`config.mk`:
```
export PLATFORM = sky130hd
export DESIGN_NAME = admrm_top
export DESIGN_NICKNAME = d
export VERILOG_FILES = /design/src/logic/admrm_pkg.sv /design/src/logic/admrm_top.sv /design/src/logic/admrm_monitor.sv
export VERILOG_INCLUDE_DIRS = /design/src /design/src/logic
export SDC_FILE = /design/constraint.sdc
export NUM_CORES = 1
export LEC_CHECK = 0
export BUFFER_PORTS_ARGS = -buffer_cell sky130_fd_sc_hd__buf_2
export CAP_MARGIN = 25
export CORE_ASPECT_RATIO = 0.5
export CORE_MARGIN = 5
export CORE_UTILIZATION = 45
export DETAILED_ROUTE_END_ITERATION = 10
export HOLD_SLACK_MARGIN = 0.1
export MAX_ROUTING_LAYER = met4
export PLACE_DENSITY = 0.68
export SYNTH_ARGS = -nofsm -noshare
export SYNTH_HDL_FRONTEND = slang
export SYNTH_SLANG_ARGS = --single-unit
```
`constraint.sdc`:
```
create_clock -name CLK -period 2.2 [get_ports CLK]
set_input_delay 0.55 -clock CLK [delete_from_list [all_inputs] [get_ports CLK]]
set_output_delay 0.55 -clock CLK [all_outputs]
set_load 0.005 [all_outputs]
```
`src/logic/admrm_defs.svh`:
```
// Register offsets, field positions, reset values and counts of the ADC mode and monitor block.
// Assumes the includer places the register window on a word-aligned AHB-Lite slot.
`ifndef ADMRM_DEFS_SVH
`define ADMRM_DEFS_SVH

// ==========================================================================
// Byte offsets
`define ADMRM_OFS_MODE3       8'h00
`define ADMRM_OFS_SETUP0      8'h04
`define ADMRM_OFS_SETUP1      8'h08
`define ADMRM_OFS_CMPVAL0     8'h0C
`define ADMRM_OFS_CMPVAL1     8'h10
`define ADMRM_OFS_IRQ_STATUS  8'h14
`define ADMRM_OFS_IRQ_MASK    8'h18
`define ADMRM_OFS_COUNTS      8'h1C

// ==========================================================================
// Converter mode three fields
`define ADMRM_MODE3_RESET     16'h0558
`define ADMRM_RES_HI          11
`define ADMRM_RES_LO          10
`define ADMRM_STOP_BIT        8
`define ADMRM_POWER_MODE_FIELD_HI        5
`define ADMRM_POWER_MODE_FIELD_LO        3
`define ADMRM_RES_10BIT       2'h0
`define ADMRM_RES_12BIT       2'h1

// ==========================================================================
// Monitor setup fields
`define ADMRM_SETUP_RESET     12'h000
`define ADMRM_SETUP_WMASK     12'hF9F
`define ADMRM_CNT_HI          11
`define ADMRM_CNT_LO          8
`define ADMRM_EN_BIT          7
`define ADMRM_COND_BIT        4
`define ADMRM_SEL_HI          3
`define ADMRM_SEL_LO          0
`define ADMRM_LAST_SLOT       4'hB

// ==========================================================================
// Misc
`define ADMRM_CMPVAL_RESET    12'h000
`define ADMRM_IRQ_RESET       2'h0

`endif

```
`src/logic/admrm_pkg.sv`:
```
// Types shared by the ADC mode and monitor block.
// Assumes admrm_defs.svh supplies the numeric constants other than the bus state codes set here.
package admrm_pkg;

  // ==========================================================================
  // Bus phase tracker
  typedef enum logic [2:0] {
    ADMRM_BUS_IDLE  = 3'b001,
    ADMRM_BUS_WRITE = 3'b010,
    ADMRM_BUS_READ  = 3'b100
  } admrm_bus_e;

  // ==========================================================================
  // Top-level state
  typedef struct packed {
    admrm_bus_e  bus;
    logic [7:0]  addr;
    logic [15:0] mode3;
    logic [11:0] setup0;
    logic [11:0] setup1;
    logic [11:0] cmpval0;
    logic [11:0] cmpval1;
    logic [1:0]  status;
    logic [1:0]  mask;
    logic [31:0] hrdata;
    logic        hreadyout;
    logic        irq;
    logic [1:0]  res;
    logic        res_valid;
    logic        stop;
    logic [2:0]  power_mode_field;
  } admrm_top_s;

  // ==========================================================================
  // Monitor channel state
  typedef struct packed {
    logic [4:0] count;
    logic       settled;
  } admrm_mon_s;

endpackage

```
`src/logic/admrm_top.sv`:
```
// ADC mode control and two result-monitoring channels behind an AHB-Lite slave.
// Assumes one AHB-Lite master, word transfers, and a converter core that pulses
// RESULT_VALID for one cycle per completed slot.
//
// How it works
// Bits 11-10 choose resolution: 00 ten-bit, 01 twelve-bit, others reserved.
// Stop bit 8 halts converter when set; software keeps it clear while converting.
// Software writes power mode 100, bit 6 one, other reserved bits zero.
// Monitor interrupt raised once a channel's comparison result becomes settled; here only while that channel's mask bit is set.
// Decision count N in bits 11-8 needs N+1 matching comparisons.
// Two channels, each with own enable, slot select and decision count.
// Enable bit 7 turns monitoring on; clearing it zeroes the count.
// Bits 31-12 and 6-5 of monitor setup read zero; fields reset zero.
// Condition bit 0 matches greater-or-equal, 1 matches less-or-equal.
// Four-bit select picks result slot 0 to 11 by codes 0000-1011.
// Each completed conversion of the selected slot compares and counts matches.
// Counter reaching count setting plus one settles, interrupts, and restarts; here the interrupt needs the channel's mask bit set.
//
// Design decisions made here: the address map and register access over AHB-Lite.
`timescale 1ns/100ps
`include "admrm_defs.svh"

module admrm_top
  import admrm_pkg::*;
#(
  parameter int DATA_W = 12
) (
  input  wire logic              CLK,
  input  wire logic              NRST,
  input  wire logic              HSEL,
  input  wire logic [31:0]       HADDR,
  input  wire logic [1:0]        HTRANS,
  input  wire logic              HWRITE,
  input  wire logic [2:0]        HSIZE,
  input  wire logic [31:0]       HWDATA,
  input  wire logic              HREADY,
  output logic      [31:0]       HRDATA,
  output logic                   HREADYOUT,
  output logic                   HRESP,
  input  wire logic              RESULT_VALID,
  input  wire logic [3:0]        RESULT_SLOT,
  input  wire logic [DATA_W-1:0] RESULT_DATA,
  output logic      [1:0]        CONV_RESOLUTION,
  output logic                   CONV_RES_VALID,
  output logic                   CONV_STOP,
  output logic      [2:0]        CONV_POWER_MODE,
  output logic                   MONITOR_INTERRUPT
);

  admrm_top_s  st_reg;
  admrm_top_s  st_next;
  logic        addr_take;
  logic        done_ok;
  logic        settled0;
  logic        settled1;
  logic [4:0]  count0;
  logic [4:0]  count1;
  logic [1:0]  events;
  logic [1:0]  clear_bits;
  logic [31:0] rd_mux;
  logic [31:0] wdata;

  // ==========================================================================
  // Result qualification
  // A halted converter produces nothing valid, so stray pulses are dropped.
  assign done_ok = RESULT_VALID && !st_reg.stop;

  // ==========================================================================
  // Monitoring channels
  admrm_monitor #(
    .DATA_W (DATA_W)
  ) u_mon0 (
    .clk       (CLK),
    .nrst      (NRST),
    .enable    (st_reg.setup0[`ADMRM_EN_BIT]),
    .cond_le   (st_reg.setup0[`ADMRM_COND_BIT]),
    .sel       (st_reg.setup0[`ADMRM_SEL_HI:`ADMRM_SEL_LO]),
    .count_cfg (st_reg.setup0[`ADMRM_CNT_HI:`ADMRM_CNT_LO]),
    .cmp_value (st_reg.cmpval0[DATA_W-1:0]),
    .done      (done_ok),
    .done_slot (RESULT_SLOT),
    .done_data (RESULT_DATA),
    .settled   (settled0),
    .count     (count0)
  );

  admrm_monitor #(
    .DATA_W (DATA_W)
  ) u_mon1 (
    .clk       (CLK),
    .nrst      (NRST),
    .enable    (st_reg.setup1[`ADMRM_EN_BIT]),
    .cond_le   (st_reg.setup1[`ADMRM_COND_BIT]),
    .sel       (st_reg.setup1[`ADMRM_SEL_HI:`ADMRM_SEL_LO]),
    .count_cfg (st_reg.setup1[`ADMRM_CNT_HI:`ADMRM_CNT_LO]),
    .cmp_value (st_reg.cmpval1[DATA_W-1:0]),
    .done      (done_ok),
    .done_slot (RESULT_SLOT),
    .done_data (RESULT_DATA),
    .settled   (settled1),
    .count     (count1)
  );

  assign events = {settled1, settled0};

  // ==========================================================================
  // Read multiplexer
  always_comb begin
    rd_mux = 32'h0000_0000;
    case (st_reg.addr)
      `ADMRM_OFS_MODE3:      rd_mux = {16'h0000, st_reg.mode3};
      `ADMRM_OFS_SETUP0:     rd_mux = {20'h00000, st_reg.setup0};
      `ADMRM_OFS_SETUP1:     rd_mux = {20'h00000, st_reg.setup1};
      `ADMRM_OFS_CMPVAL0:    rd_mux = {20'h00000, st_reg.cmpval0};
      `ADMRM_OFS_CMPVAL1:    rd_mux = {20'h00000, st_reg.cmpval1};
      `ADMRM_OFS_IRQ_STATUS: rd_mux = {30'h00000000, st_reg.status};
      `ADMRM_OFS_IRQ_MASK:   rd_mux = {30'h00000000, st_reg.mask};
      `ADMRM_OFS_COUNTS:     rd_mux = {19'h00000, count1, 3'h0, count0};
      default:               rd_mux = 32'h0000_0000;
    endcase
  end

  // ==========================================================================
  // Next state
  always_comb begin
    st_next    = st_reg;
    addr_take  = HSEL && HTRANS[1] && HREADY;
    wdata      = HWDATA;
    clear_bits = 2'h0;

    // Data phase of a write lands one cycle after its address phase
    if (st_reg.bus == ADMRM_BUS_WRITE) begin
      case (st_reg.addr)
        `ADMRM_OFS_MODE3: begin
          st_next.mode3 = wdata[15:0];
        end
        `ADMRM_OFS_SETUP0: begin
          st_next.setup0 = wdata[11:0] & `ADMRM_SETUP_WMASK;
        end
        `ADMRM_OFS_SETUP1: begin
          st_next.setup1 = wdata[11:0] & `ADMRM_SETUP_WMASK;
        end
        `ADMRM_OFS_CMPVAL0: begin
          st_next.cmpval0 = wdata[11:0];
        end
        `ADMRM_OFS_CMPVAL1: begin
          st_next.cmpval1 = wdata[11:0];
        end
        `ADMRM_OFS_IRQ_STATUS: begin
          clear_bits = wdata[1:0];
        end
        `ADMRM_OFS_IRQ_MASK: begin
          st_next.mask = wdata[1:0];
        end
        default: begin
          st_next.mask = st_reg.mask;
        end
      endcase
    end

    // Reads wait one cycle so a write just before is visible
    case (st_reg.bus)
      ADMRM_BUS_IDLE, ADMRM_BUS_WRITE: begin
        st_next.hreadyout = 1'b1;
        if (addr_take) begin
          st_next.addr = {HADDR[7:2], 2'b00};
          if (HWRITE) begin
            st_next.bus = ADMRM_BUS_WRITE;
          end else begin
            st_next.bus       = ADMRM_BUS_READ;
            st_next.hreadyout = 1'b0;
          end
        end else begin
          st_next.bus = ADMRM_BUS_IDLE;
        end
      end
      ADMRM_BUS_READ: begin
        st_next.hrdata    = rd_mux;
        st_next.hreadyout = 1'b1;
        st_next.bus       = ADMRM_BUS_IDLE;
      end
      default: begin
        st_next.bus       = ADMRM_BUS_IDLE;
        st_next.hreadyout = 1'b1;
      end
    endcase

    // Sticky events: a new event beats a same-cycle clear
    st_next.status = (st_reg.status & ~clear_bits) | events;
    st_next.irq    = |(st_next.status & st_next.mask);

    // Converter controls follow the mode register
    st_next.res       = st_next.mode3[`ADMRM_RES_HI:`ADMRM_RES_LO];
    st_next.res_valid = (st_next.res == `ADMRM_RES_10BIT)
                     || (st_next.res == `ADMRM_RES_12BIT);
    st_next.stop      = st_next.mode3[`ADMRM_STOP_BIT];
    st_next.power_mode_field     = st_next.mode3[`ADMRM_POWER_MODE_FIELD_HI:`ADMRM_POWER_MODE_FIELD_LO];
  end

  // ==========================================================================
  // State register
  always_ff @(posedge CLK or negedge NRST) begin
    if (!NRST) begin
      st_reg           <= '0;
      st_reg.bus       <= ADMRM_BUS_IDLE;
      st_reg.hreadyout <= 1'b1;
      st_reg.mode3     <= `ADMRM_MODE3_RESET;
      st_reg.setup0    <= `ADMRM_SETUP_RESET;
      st_reg.setup1    <= `ADMRM_SETUP_RESET;
      st_reg.cmpval0   <= `ADMRM_CMPVAL_RESET;
      st_reg.cmpval1   <= `ADMRM_CMPVAL_RESET;
      st_reg.status    <= `ADMRM_IRQ_RESET;
      st_reg.mask      <= `ADMRM_IRQ_RESET;
      st_reg.res       <= `ADMRM_RES_12BIT;
      st_reg.res_valid <= 1'b1;
      st_reg.stop      <= 1'b1;
      st_reg.power_mode_field     <= 3'h3;
    end else begin
      st_reg <= st_next;
    end
  end

  // ==========================================================================
  // Outputs
  assign HRDATA            = st_reg.hrdata;
  assign HREADYOUT         = st_reg.hreadyout;
  assign HRESP             = 1'b0;
  assign CONV_RESOLUTION   = st_reg.res;
  assign CONV_RES_VALID    = st_reg.res_valid;
  assign CONV_STOP         = st_reg.stop;
  assign CONV_POWER_MODE   = st_reg.power_mode_field;
  assign MONITOR_INTERRUPT = st_reg.irq;

endmodule

```
`src/logic/admrm_monitor.sv`:
```
// One result-monitoring channel: compare, count matches, flag a settled result.
// Assumes done pulses last one cycle and carry the completed slot and its data.
`timescale 1ns/100ps
`include "admrm_defs.svh"

module admrm_monitor
  import admrm_pkg::*;
#(
  parameter int DATA_W = 12
) (
  input  wire logic              clk,
  input  wire logic              nrst,
  input  wire logic              enable,
  input  wire logic              cond_le,
  input  wire logic [3:0]        sel,
  input  wire logic [3:0]        count_cfg,
  input  wire logic [DATA_W-1:0] cmp_value,
  input  wire logic              done,
  input  wire logic [3:0]        done_slot,
  input  wire logic [DATA_W-1:0] done_data,
  output logic                   settled,
  output logic [4:0]             count
);

  admrm_mon_s st_reg;
  admrm_mon_s st_next;
  logic       hit;
  logic       match;

  // ==========================================================================
  // Compare and count
  always_comb begin
    st_next         = st_reg;
    st_next.settled = 1'b0;
    hit             = done && (done_slot == sel) && (sel <= `ADMRM_LAST_SLOT);
    match           = cond_le ? (done_data <= cmp_value) : (done_data >= cmp_value);
    if (!enable) begin
      st_next.count = 5'h00;
    end else if (hit && match) begin
      if (st_reg.count == {1'b0, count_cfg}) begin
        st_next.count   = 5'h00;
        st_next.settled = 1'b1;
      end else begin
        st_next.count = st_reg.count + 5'h01;
      end
    end
  end

  always_ff @(posedge clk or negedge nrst) begin
    if (!nrst) begin
      st_reg <= '0;
    end else begin
      st_reg <= st_next;
    end
  end

  assign settled = st_reg.settled;
  assign count   = st_reg.count;

endmodule

```
; ---- Yosys cells after proc, flatten, opt, wreduce, memory -nomap -nowiden
; Cells that the tools add are included.
[classes]
n_eq_ne = 17
bitwise_logic = 4
mux = 29
reduce_logical = 21
add_sub_neg = 2
n_lt_le_gt_ge = 6
[op_table]
columns = cell, count
row1 = one-hot mux 16 bit (8 select lines), 1
row2 = 2-to-1 mux 12 bit, 5
row3 = 2-to-1 mux 60 bit, 1
row4 = "equality test 6 x 3 -> 1 bit, second input constant", 4
row5 = greater-or-equal comparator 12 bit, 2
row6 = <= comparator 12 bit, 2
row7 = 2-to-1 mux 5 bit, 4
row8 = "equality test 6 x 2 -> 1 bit, second input constant", 2
row9 = 2-to-1 mux 6 bit, 2
row10 = AND reduction 2 bit, 6
row11 = "adder 5 x 1 -> 5 bit, second input constant", 2
row12 = equality test 5 x 4 -> 1 bit, 2
row13 = logical AND 1 bit, 9
row14 = 2-to-1 mux 1 bit, 9
row15 = 2-to-1 mux 3 bit, 3
row16 = equality test 4 bit, 2
row17 = "<= comparator 4 bit, second input constant", 2
row18 = logical NOT 8 bit, 1
row19 = 2-to-1 mux 2 bit, 4
row20 = "equality test 6 x 1 -> 1 bit, second input constant", 1
row21 = bitwise AND 2 bit, 2
row22 = "!= test 2 x 1 -> 1 bit, second input constant", 2
row23 = OR reduction 2 bit, 2
row24 = "equality test 3 x 1 -> 1 bit, second input constant", 1
row25 = 8 further kinds, 8
[totals]
out_inout_bits = 42
inputBits = 91
ff_bits = 126

; ---- Longest topological paths before layout
; Gate-level depths: netlist of run 1.
[depth]
depth_word = 8
ltp_mapped = 9
mapped_depth_nobuf = 9

; ---- Modules after synthesis
; From an unflattened synthesis of run 1, not the netlist that was laid out.
[unflattened]
cells_unflattened = 541
hier_area_um2 = 6033.3
[by_module_without_submodules]
columns = module, cells_each, seq_area_each_um2, n_inst, area_each_um2
row1 = admrm_top, 359, 2312.2, 1, 4501.8
row2 = admrm_monitor, 91, 150.1, 2, 765.7

; ---- Worst setup path after synthesis of run 1
; Ideal clock, no wire load.
[synth_path]
kind = in2reg
startpoint = in RESULT_DATA[10]
endpoint = reg u_mon1.st_reg, in the netlist u_mon1.count[1]
arrival_ps = 2272
path_stages = 8
path_slack_ps = -150
cell_sequence = ha_1 > nand4_1 > or3_1 > o21ai_1 > or2_2 > nand4b_4 > or3b_1 > a21boi_1
[synth_between]
elab_chain_len = 4
word_cells_on_any_way = 5
cone_classes = order compare (2) / eq/ne (1) / mux (1) / reduce/logical (1)
[synth_rtl]
columns = element, line
row1 = "start, declared", admrm_top.sv:42  ; input wire logic [DATA_W-1:0] RESULT_DATA,
row2 = greater-or-equal comparator 12 bit or <= comparator 12 bit (tied branches), admrm_monitor.sv:36  ; match = cond_le ? (done_data <= cmp_value) : (done_data >= cmp_value);
row3 = 2-to-1 mux 1 bit *, admrm_monitor.sv:36
row4 = logical AND 1 bit *, admrm_monitor.sv:39  ; end else if (hit && match) begin
row5 = != test 2 x 1 -> 1 bit (no source line) *, --
row6 = "end signal, assigned", admrm_monitor.sv:53  ; st_reg <= st_next;
row7 = "end, declared", admrm_monitor.sv:25  ; admrm_mon_s st_reg;
; Mark *: on every way between the ends. The rest lies on a longest branch, timed or not.
; A chain may end at the register's enable or synchronous reset.

; ---- Worst setup path after layout of run 1
[layout_path]
startpoint = reg st_reg[52] in the netlist's numbering
endpoint = reg u_mon1.st_reg, in the netlist u_mon1.count[1]
[layout_between]
elab_chain_len = 4
word_cells_on_any_way = 5
cone_classes = order compare (2) / eq/ne (1) / mux (1) / reduce/logical (1)
[layout_rtl]
columns = element, line
row1 = "start, declared", admrm_top.sv:50  ; admrm_top_s st_reg;
row2 = "start signal, assigned", admrm_top.sv:219  ; st_reg <= st_next;
row3 = greater-or-equal comparator 12 bit or <= comparator 12 bit (tied branches), admrm_monitor.sv:36
row4 = 2-to-1 mux 1 bit *, admrm_monitor.sv:36
row5 = logical AND 1 bit *, admrm_monitor.sv:39
row6 = != test 2 x 1 -> 1 bit (no source line) *, --
; Marked as above.

==> summary.md, run 1 <==
| Metric | Value |
|---|---|
| Status | `finished with violations` |
| Violated checks | `setup timing` |
| CTS max path bufs | `2` |
| Post-synth cell types | `55` |
| Critical Path Sink Type | `register` |
| Worst R2R Start | `st_reg[52]` |
| Drc violations | `0` |
| Via/cell ratio | `5.37` |
| Post-route minimum period | `2.29 ns` |
| Routed wire per std cell | `17.9 um` |
| Share of cells above drive strength 1 | `0.312` |
| Synth Warn # | `0` |
| Leakage power | `3.08 nW` |
| Commonest non-fill, non-tap cell in the layout | `dfrtp_1` |
| Final period utilization | `1.04` |
| CP Class | `register to register` |
| IO Port Bufs | `69` |
| PnR worst setup slack | `-0.0944 ns` |
| Die area | `14,900 um^2` |
| Core ar. | `12,000 um^2` |
| Mean post-synth cell area | `10.8 um^2` |
| Final Skew | `0.00500 ns` |
| Final Slew Violations | `0` |
| Critical path startpoint | `st_reg[52]` |
| Initial antenna violation count | `0` |
| RSZ-0062 raised after global routing | `yes` |
| Total GRT Usage | `0.203` |
| Final ANT Viol Nets | `0` |
| Overall Power | `4.50 mW` |
| Largest net degree at the start of global routing | `41` |
| Fin cells | `777` |
| Vias | `4,170` |
| Placed inst area | `6280 um^2` |
| Clk_lat worst skew | `0.34 ns` |
| Async set-reset flop share out of synthesis | `1.00` |
| Maximum Capacitance Violations | `0` |
| Clock sink total | `104` |
| Count of nets after finishing | `724` |
| Max VDD drop | `0.000362 V` |
| Total CTS buffers | `9` |
| Num rows | `28` |
| Arrival time at the worst endpoint | `2.57 ns` |
| Worst-margin pin slew | `0.629 ns` |
| Fmax | `436 MHz` |
| Routability cong. | `0.895` |
| Final WL | `13,900 um` |
| Design Area, Final | `6780 um^2` |
| Most frequent cells in the layout | `96 x dfrtp_1, 68 x buf_2, 45 x mux2_1, 42 x nand2_1, 39 x buf_4` |
| Area growth syn-to-layout | `21.6%` |
| Die X | `167 um` |
| Cell area power density | `664 nW/um^2` |
| H-tree depth | `3` |
| Met3 Routed Length | `766 um` |
| Vias in the first global route | `4,138` |
| Slew margin rel. | `0.580` |
| Total grt overflow | `0` |
| Die height | `88.7 um` |
| Top-Level Pins | `133` |
| Syn Std Cell Area | `5580 um^2` |
| DR pass1 iterations | `5` |
| Post-synth EDFFs | `0` |
| Register area share after synthesis | `0.468` |
| Worst Path Max Fanout | `6` |
| Number of flip-flops under the largest register name | `70` |
| Clk slew on worst S/H paths | `0.07 ns` |
| Final hold vios | `0` |
| CTS tree | `yes` |
| DPL Wire Length | `10,300 um` |
| Met1 WL | `6750 um` |
| First-pass GRT wire length | `22,600 um` |
| Root buf cell | `clkbuf_16` |
| Ant diodes | `0` |
| Final setup vio count | `6` |
| CP startpoint kind | `register` |
| Initial DRC count | `260` |
| Worst Path Required | `2.47 ns` |
| Post-synthesis register bit count | `104` |
| Min-delay worst type | `input port to asynchronous set/reset pin` |
| Top sig layer | `met4` |
| Initial Utilization | `0.465` |
| Met2 WL | `6240 um` |
| Total placed cells including tap cells | `755` |
| Syn Inst Count | `518` |
| Dominant synthesized flop cell | `dfrtp_1` |
## stage by stage
| step | worst slack, ns | setup TNS [ns] | utilization | hold WS [ns] |
|---|---|---|---|---|
| after floorplan | -0.0350 | -0.0350 | - | 0.254 |
| after global placement | -0.335 | -3.07 | 0.523 | 0.447 |
| after detailed placement | -0.393 | -3.72 | 0.524 | 0.452 |
| after CTS | -0.153 | -0.498 | 0.556 | 0.164 |
| after global routing | -0.221 | -1.04 | 0.566 | 0.179 |
| final | -0.0944 | -0.342 | 0.566 | 0.150 |
## synthesized netlist by cell type (3+ instances only)
library cell | count | share of area
inv_1 | 28 | 0.019
dfrtp_1 | 96 | 0.43
a221oi_1 | 13 | 0.020
clkbuf_1 | 11 | 0.0074
buf_4 | 38 | 0.051
xor2_1 | 8 | 0.013
and2_1 | 3 | 0.0034
a22oi_1 | 9 | 0.012
o41ai_1 | 3 | 0.0047
nor3_1 | 6 | 0.0054
o211ai_1 | 5 | 0.0067
dfstp_2 | 8 | 0.038
a21o_1 | 4 | 0.0054
mux2i_1 | 4 | 0.0072
nand3_1 | 12 | 0.011
or3_1 | 4 | 0.0045
a22o_1 | 12 | 0.019
nor2b_1 | 3 | 0.0034
a21oi_1 | 14 | 0.013
o21ai_1 | 15 | 0.013
a31oi_1 | 11 | 0.012
mux2_2 | 12 | 0.024
xnor2_1 | 8 | 0.013
nand4_1 | 8 | 0.0090
mux2_1 | 45 | 0.091
nand2b_1 | 8 | 0.0090
nor2_1 | 29 | 0.020
ha_1 | 26 | 0.058
nand2_1 | 42 | 0.028
## critical path, stage by stage, from the launching register on
cell and delay [ns]:
dfrtp_1 0.44, inv_2 0.07, ha_4 0.28, nand2_4 0.06
or3_4 0.37, a21o_1 0.20, nand4_2 0.10, nand4b_4 0.16
or3b_1 0.41, a21boi_1 0.13
## power breakdown
group / leakage, nW / internal [mW] / switching [mW]
Sequential: 1.24 / 2.04 / 0.105
Combinational: 1.68 / 0.293 / 0.324
Clock: 0.161 / 1.00 / 0.735
Total: 3.08 / 3.34 / 1.16
## cell families (layout without fill, tap and decap cells)
family	after synthesis	in the layout	synth area share
xor gates and xnor gates	16	16	0.0251
other	1	17	0.000672
AOI/OAI and AO/OA	94	94	0.117
and+or+nand+nor	138	138	0.130
DFF	104	104	0.468
muxes	61	61	0.122
buffers and inverters	78	156	0.0783
adders and majority gates	26	26	0.0583
## final cells by class
cell class	count	area, um^2
Clock inverter	7	95.1
Sequential cell	104	2610
Tap cell	165	206
Multi-Input combinational cell	352	2830
Timing Repair Buffer	112	711
Fill cell	1004	5200
Inverter	28	105
Clock buffer	9	225
## metal layers
| metal | vias to the layer above | global-route usage |
|---|---|---|
| met4 | 0 | 0.0501 |
| li1 | 1983 | - |
| met2 | 124 | 0.315 |
| met5 | - | - |
| met3 | 18 | 0.0388 |
| met1 | 2045 | 0.279 |
## final timing paths
| check | slack (ns) | end | cells after the start |
|---|---|---|---|
| setup / recovery | -0.09 | u_mon1.count[1] | 9 |
| min in group CLK | 0.41 | st_reg[106] | 2 |
| setup reg to reg | -0.09 | u_mon1.count[1] | 9 |
| max in group asynchronous | 1.41 | st_reg[101] | 2 |
| hold reg to reg | 0.47 | HRDATA[14] | 2 |
| hold / removal | 0.15 | HRDATA[5] | 1 |
## timing repair
| item | 4_1_cts | 5_1_grt |
|---|---|---|
| hold buffers | 0 | 0 |
| buffers inserted | 3 | 3 |
| gates resized for setup | 9 | 17 |
| pin swaps | 13 | 14 |
| setup endpoints to repair | 6 | 11 |
Note: power is estimated with default switching activity, not from simulation.
==> run 2, diff against run 1 <==
PLACE_DENSITY = 0.65   (was 0.68)
clock period = 2.7 ns   (was 2.2 ns; I/O delays follow)
==> run 2 against run 1 <==
Compared with the run above: the run now ends clean; clock-buffer cell count is 2 higher; global-route usage decreased by 0.50 points; cell area fell by 7.1%; combinational power shrank 27%; highest routed layer unchanged.
==> summary.md, run 2 (synthesis gave the netlist of run 1 again) <==
| Metric | Value |
|---|---|
| R2R setup slack | `0.26 ns` |
| Clock sink total | `104` |
| Routability cong. | `0.858` |
| Worst-margin pin slew | `0.753 ns` |
| Total GRT Usage | `0.198` |
| Slew margin rel. | `0.497` |
| Core ar. | `12,000 um^2` |
| RSZ-0062 raised after global routing | `no` |
| Final Skew | `0.00647 ns` |
| Die area | `14,900 um^2` |
| Number of flip-flops under the largest register name | `70` |
| Slowest cell delay on critical path | `0.44 ns` |
| Arrival time at the worst endpoint | `2.72 ns` |
| Post-CTS Hold Fix Bufs | `0` |
| Initial DRC count | `277` |
| Critical path startpoint | `RESULT_DATA[10]` |
| Num rows | `28` |
| CP Class | `input port to register` |
| Area growth syn-to-layout | `13.0%` |
| Drc violations | `0` |
| Via/cell ratio | `5.42` |
| Worst R2R Start | `st_reg[54]` |
| Fmax | `408 MHz` |
| Commonest non-fill, non-tap cell in the layout | `dfrtp_1` |
| Clk_lat worst skew | `0.35 ns` |
| Sequence of cells on the critical path | `buf_2, ha_1, nand4_1, or3_1, o21ai_1, or2_2, nand4b_4, or3b_1, a21boi_1` |
| Switching Fraction | `0.264` |
| Clock share of power | `0.352` |
| Root buf cell | `clkbuf_16` |
| Clk slew on worst S/H paths | `0.07 ns` |
| Design Area, Final | `6300 um^2` |
| Reg2reg end | `u_mon1.count[1]` |
| Maximum Capacitance Violations | `0` |
| Postcts setup bufs | `0` |
| Share of cells above drive strength 1 | `0.228` |
| Die height | `88.7 um` |
| Setup tns final | `0 ns` |
| Min-delay worst type | `input port to asynchronous set/reset pin` |
| Worst Path Required | `2.97 ns` |
| Top-Level Pins | `133` |
| CTS tree | `yes` |
| Initial Utilization | `0.465` |
| DPL Wire Length | `9980 um` |
| First-pass GRT wire length | `21,800 um` |
| Final Slew Violations | `0` |
| Cells on worst reg2reg path | `9` |
| Routed wire per std cell | `18.0 um` |
| Die X | `167 um` |
| Final WL | `13,600 um` |
| Total grt overflow | `0` |
| Vias in the first global route | `4,082` |
| Count of nets after finishing | `700` |
| IO Port Bufs | `69` |
| Cell area power density | `539 nW/um^2` |
| Overall Power | `3.40 mW` |
| Most frequent cells in the layout | `96 x dfrtp_1, 68 x buf_2, 45 x mux2_1, 42 x nand2_1, 29 x nor2_1` |
| CP startpoint kind | `input port` |
| CTS max path bufs | `2` |
| Sequential share of power | `0.515` |
| Internal power | `2.50 mW` |
| Placed inst area | `6010 um^2` |
| Final period utilization | `0.907` |
| Slowest stage cell, crit path | `or3_1` |
| Vias | `4,085` |
| Final setup vio count | `0` |
| Total CTS buffers | `9` |
| H-tree depth | `3` |
| Max VDD drop | `0.000256 V` |
| Number of gates resized after CTS | `0` |
| Worst Path Max Fanout | `9` |
| DR pass1 iterations | `6` |
| Post-route minimum period | `2.45 ns` |
| Psw | `0.897 mW` |
| Largest net degree at the start of global routing | `44` |
| Status | `finished clean` |
| Initial antenna violation count | `0` |
| Logic gate share of total power | `0.133` |
| Critical Path Sink Type | `register` |
| Final hold vios | `0` |
| Leakage power | `2.92 nW` |
| Final ANT Viol Nets | `0` |
| Ant diodes | `0` |
[run 2: worst max-delay path, delay by kind of cell]
family,cells,cell delay [ns]
and+or+nand+nor,5,1.32
AOI/OAI and AO/OA,2,0.32
adders and majority gates,1,0.30
buffers and inverters,1,0.11
[run 2: how the worst max path moves through the flow]
stage                     cells past startpoint         endpoint  slack (ns)
after floorplan                               8  u_mon1.count[1]        0.23
after global placement                        9  u_mon1.count[1]       -0.05
after detailed placement                      9  u_mon1.count[0]       -0.09
after CTS                                     9  u_mon1.count[0]        0.26
after global routing                          9  u_mon1.count[1]        0.05
final                                         9  u_mon1.count[1]        0.25
[run 2: per-layer routing]
layer	vias to the layer above	GRT usage	routed length (um)
li1	1941	-	-
met1	1999	0.268	6550
met2	127	0.305	5990
met3	18	0.0433	878
met4	0	0.0530	156
met5	-	-	0
[run 2: cell type report]
cell class / instances / area (um^2)
Inverter: 28 / 105
Sequential cell: 104 / 2610
Timing Repair Buffer: 88 / 523
Clock buffer: 11 / 233
Fill cell: 1115 / 5680
Clock inverter: 5 / 33.8
Tap cell: 165 / 206
Multi-Input combinational cell: 352 / 2590
[run 2: power by group through the flow]
stage | registers (mW) | logic [mW] | clock network, mW
after floorplan | 1.75 | 0.326 | 0
after global placement | 1.77 | 0.445 | 0
after detailed placement | 1.78 | 0.454 | 0
after CTS | 1.75 | 0.456 | 1.22
after global routing | 1.76 | 0.506 | 1.30
final | 1.75 | 0.450 | 1.20
[run 2: metrics by stage]
stage | utilization | hold WS (ns) | std cells | setup slack [ns]
after floorplan | - | 0.379 | 534 | 0.225
after global placement | 0.501 | 0.446 | 736 | -0.0488
after detailed placement | 0.501 | 0.451 | 736 | -0.0948
after CTS | 0.524 | 0.346 | 752 | 0.258
after global routing | 0.526 | 0.372 | 753 | 0.0484
final | 0.526 | 0.331 | 753 | 0.250
==> run 3, diff against run 2 <==
clock period = 3.12 ns   (was 2.7 ns; I/O delays follow)
==> run 3 against run 2 <==
Compared with the run above: power down 11%; combinational power shrank 16%; sequential share of layout area rose by 0.32 points; global-route usage fell by 0.29 points; flip-flop and latch count unchanged; critical path type unchanged.
==> summary.md, run 3 (synthesis gave the netlist of run 1 again) <==
| Metric | Value |
|---|---|
| Ant diodes | `0` |
| Top-Level Pins | `133` |
| Final Slew Violations | `0` |
| Post-CTS Hold Fix Bufs | `0` |
| Sequence of cells on the critical path | `buf_2, ha_1, nand4_1, or3_1, o21ai_1, or2_2, nand4b_4, or3b_1, a21boi_1` |
| Number of flip-flops under the largest register name | `70` |
| Clock sink total | `104` |
| Commonest non-fill, non-tap cell in the layout | `dfrtp_1` |
| CTS max path bufs | `2` |
| Final period utilization | `0.841` |
| Maximum Capacitance Violations | `0` |
| Total grt overflow | `0` |
| Postcts setup bufs | `0` |
| Worst path top cell family by delay | `simple AND/OR/NAND/NOR gates` |
| Vias | `4,041` |
| Number of gates resized after CTS | `0` |
| WHS | `0.463 ns` |
| Initial antenna violation count | `0` |
| Largest net degree at the start of global routing | `105` |
| Core ar. | `12,000 um^2` |
| Area growth syn-to-layout | `12.1%` |
| IO Port Bufs | `69` |
| Die area | `14,900 um^2` |
| Slew margin rel. | `0.471` |
| Hold_sp | `HRDATA[15]` |
| R2R setup slack | `0.59 ns` |
| Root buf cell | `clkbuf_16` |
| Final ANT Viol Nets | `0` |
| Die height | `88.7 um` |
| Initial DRC count | `275` |
| Final hold vios | `0` |
| Clk slew on worst S/H paths | `0.07 ns` |
| Worst Path Max Fanout | `10` |
| Slowest stage cell, crit path | `or3_1` |
| Critical path startpoint | `RESULT_DATA[10]` |
| Leakage power | `2.89 nW` |
| DPL Wire Length | `9580 um` |
| Vias in the first global route | `4,075` |
| Setup tns final | `0 ns` |
| Count of nets after finishing | `693` |
| Clk_lat worst skew | `0.35 ns` |
| Cell area power density | `483 nW/um^2` |
| Most frequent cells in the layout | `96 x dfrtp_1, 68 x buf_2, 45 x mux2_1, 42 x nand2_1, 29 x nor2_1` |
| Final Skew | `0.00937 ns` |
| CTS tree | `yes` |
| Design Area, Final | `6250 um^2` |
| Total placed cells including tap cells | `730` |
| Critical Path Sink Type | `register` |
| Placed inst area | `5960 um^2` |
| H-tree depth | `3` |
| Routability cong. | `0.849` |
| Num rows | `28` |
| Total GRT Usage | `0.195` |
| Min-delay worst type | `register to register` |
| Met3 Routed Length | `1070 um` |
| Routed wire per std cell | `18.1 um` |
| DR pass1 iterations | `4` |
| First-pass GRT wire length | `21,700 um` |
| RSZ-0062 raised after global routing | `no` |
| Worst Path Required | `3.39 ns` |
| Final WL | `13,500 um` |
| Total CTS buffers | `9` |
| Share of cells above drive strength 1 | `0.219` |
| Die X | `167 um` |
| Met1 WL | `6480 um` |
| Status | `finished clean` |
| Fmax | `381 MHz` |
| Max VDD drop | `0.000245 V` |
| Met2 WL | `5810 um` |
| Drc violations | `0` |
| Final setup vio count | `0` |
| CP Class | `input port to register` |
| Via/cell ratio | `5.42` |
| Initial Utilization | `0.465` |
| CP startpoint kind | `input port` |
| Worst Path Buf+Inv | `1` |
| Worst R2R Start | `st_reg[55]` |
| Top sig layer | `met4` |
| Worst-margin pin slew | `0.787 ns` |
| Overall Power | `3.02 mW` |
| Fin cells | `746` |
| Post-route minimum period | `2.62 ns` |
| Slowest cell delay on critical path | `0.44 ns` |
| Arrival time at the worst endpoint | `2.89 ns` |
run 3: cell count changes in the layout (fill, tap and decap cells not counted), sizes merged:
| cell | change |
|---|---|
| clkinv | -1 |
| buf | -7 |
| bufinv | +1 |
run 3: stage by stage:
step,setup WS [ns],utilization
final,0.497,0.522
after global routing,0.327,0.522
after CTS,0.525,0.522
after detailed placement,0.192,0.498
after global placement,0.227,0.498
after floorplan,0.540,-
run 3: final cells by class:
| class | instances | area (um^2) |
|---|---|---|
| Fill cell | 1105 | 5730 |
| Sequential cell | 104 | 2610 |
| Multi-Input combinational cell | 352 | 2590 |
| Timing Repair Buffer | 81 | 450 |
| Clock buffer | 11 | 233 |
| Tap cell | 165 | 206 |
| Inverter | 28 | 105 |
| Clock inverter | 5 | 58.8 |
run 3: report_power, final:
group	internal (mW)	switching (mW)	total, mW
logic	0.175	0.205	0.380
registers	1.44	0.0731	1.51
clock network	0.623	0.501	1.12
total	2.24	0.779	3.02
run 3: worst min-delay path, delay by kind of cell (launching register included):
family | cells | cell delay [ns]
DFF | 1 | 0.34
and+or+nand+nor | 2 | 0.10
run 3: path summary, 6_finish.rpt:
check / to / depth (start not counted)
min in group asynchronous: HRDATA[3] / 2
hold / removal: HRDATA[15] / 2
hold reg to reg: HRDATA[15] / 2
setup reg to reg: u_mon1.count[1] / 9
max in group asynchronous: CONV_RES_VALID / 2
setup / recovery: u_mon1.count[1] / 9
run 3: layer usage:
| metal | track usage | vias up |
|---|---|---|
| met1 | 0.273 | 1975 |
| met4 | 0.0486 | 0 |
| li1 | - | 1927 |
| met3 | 0.0366 | 16 |
| met2 | 0.296 | 123 |
| met5 | - | - |
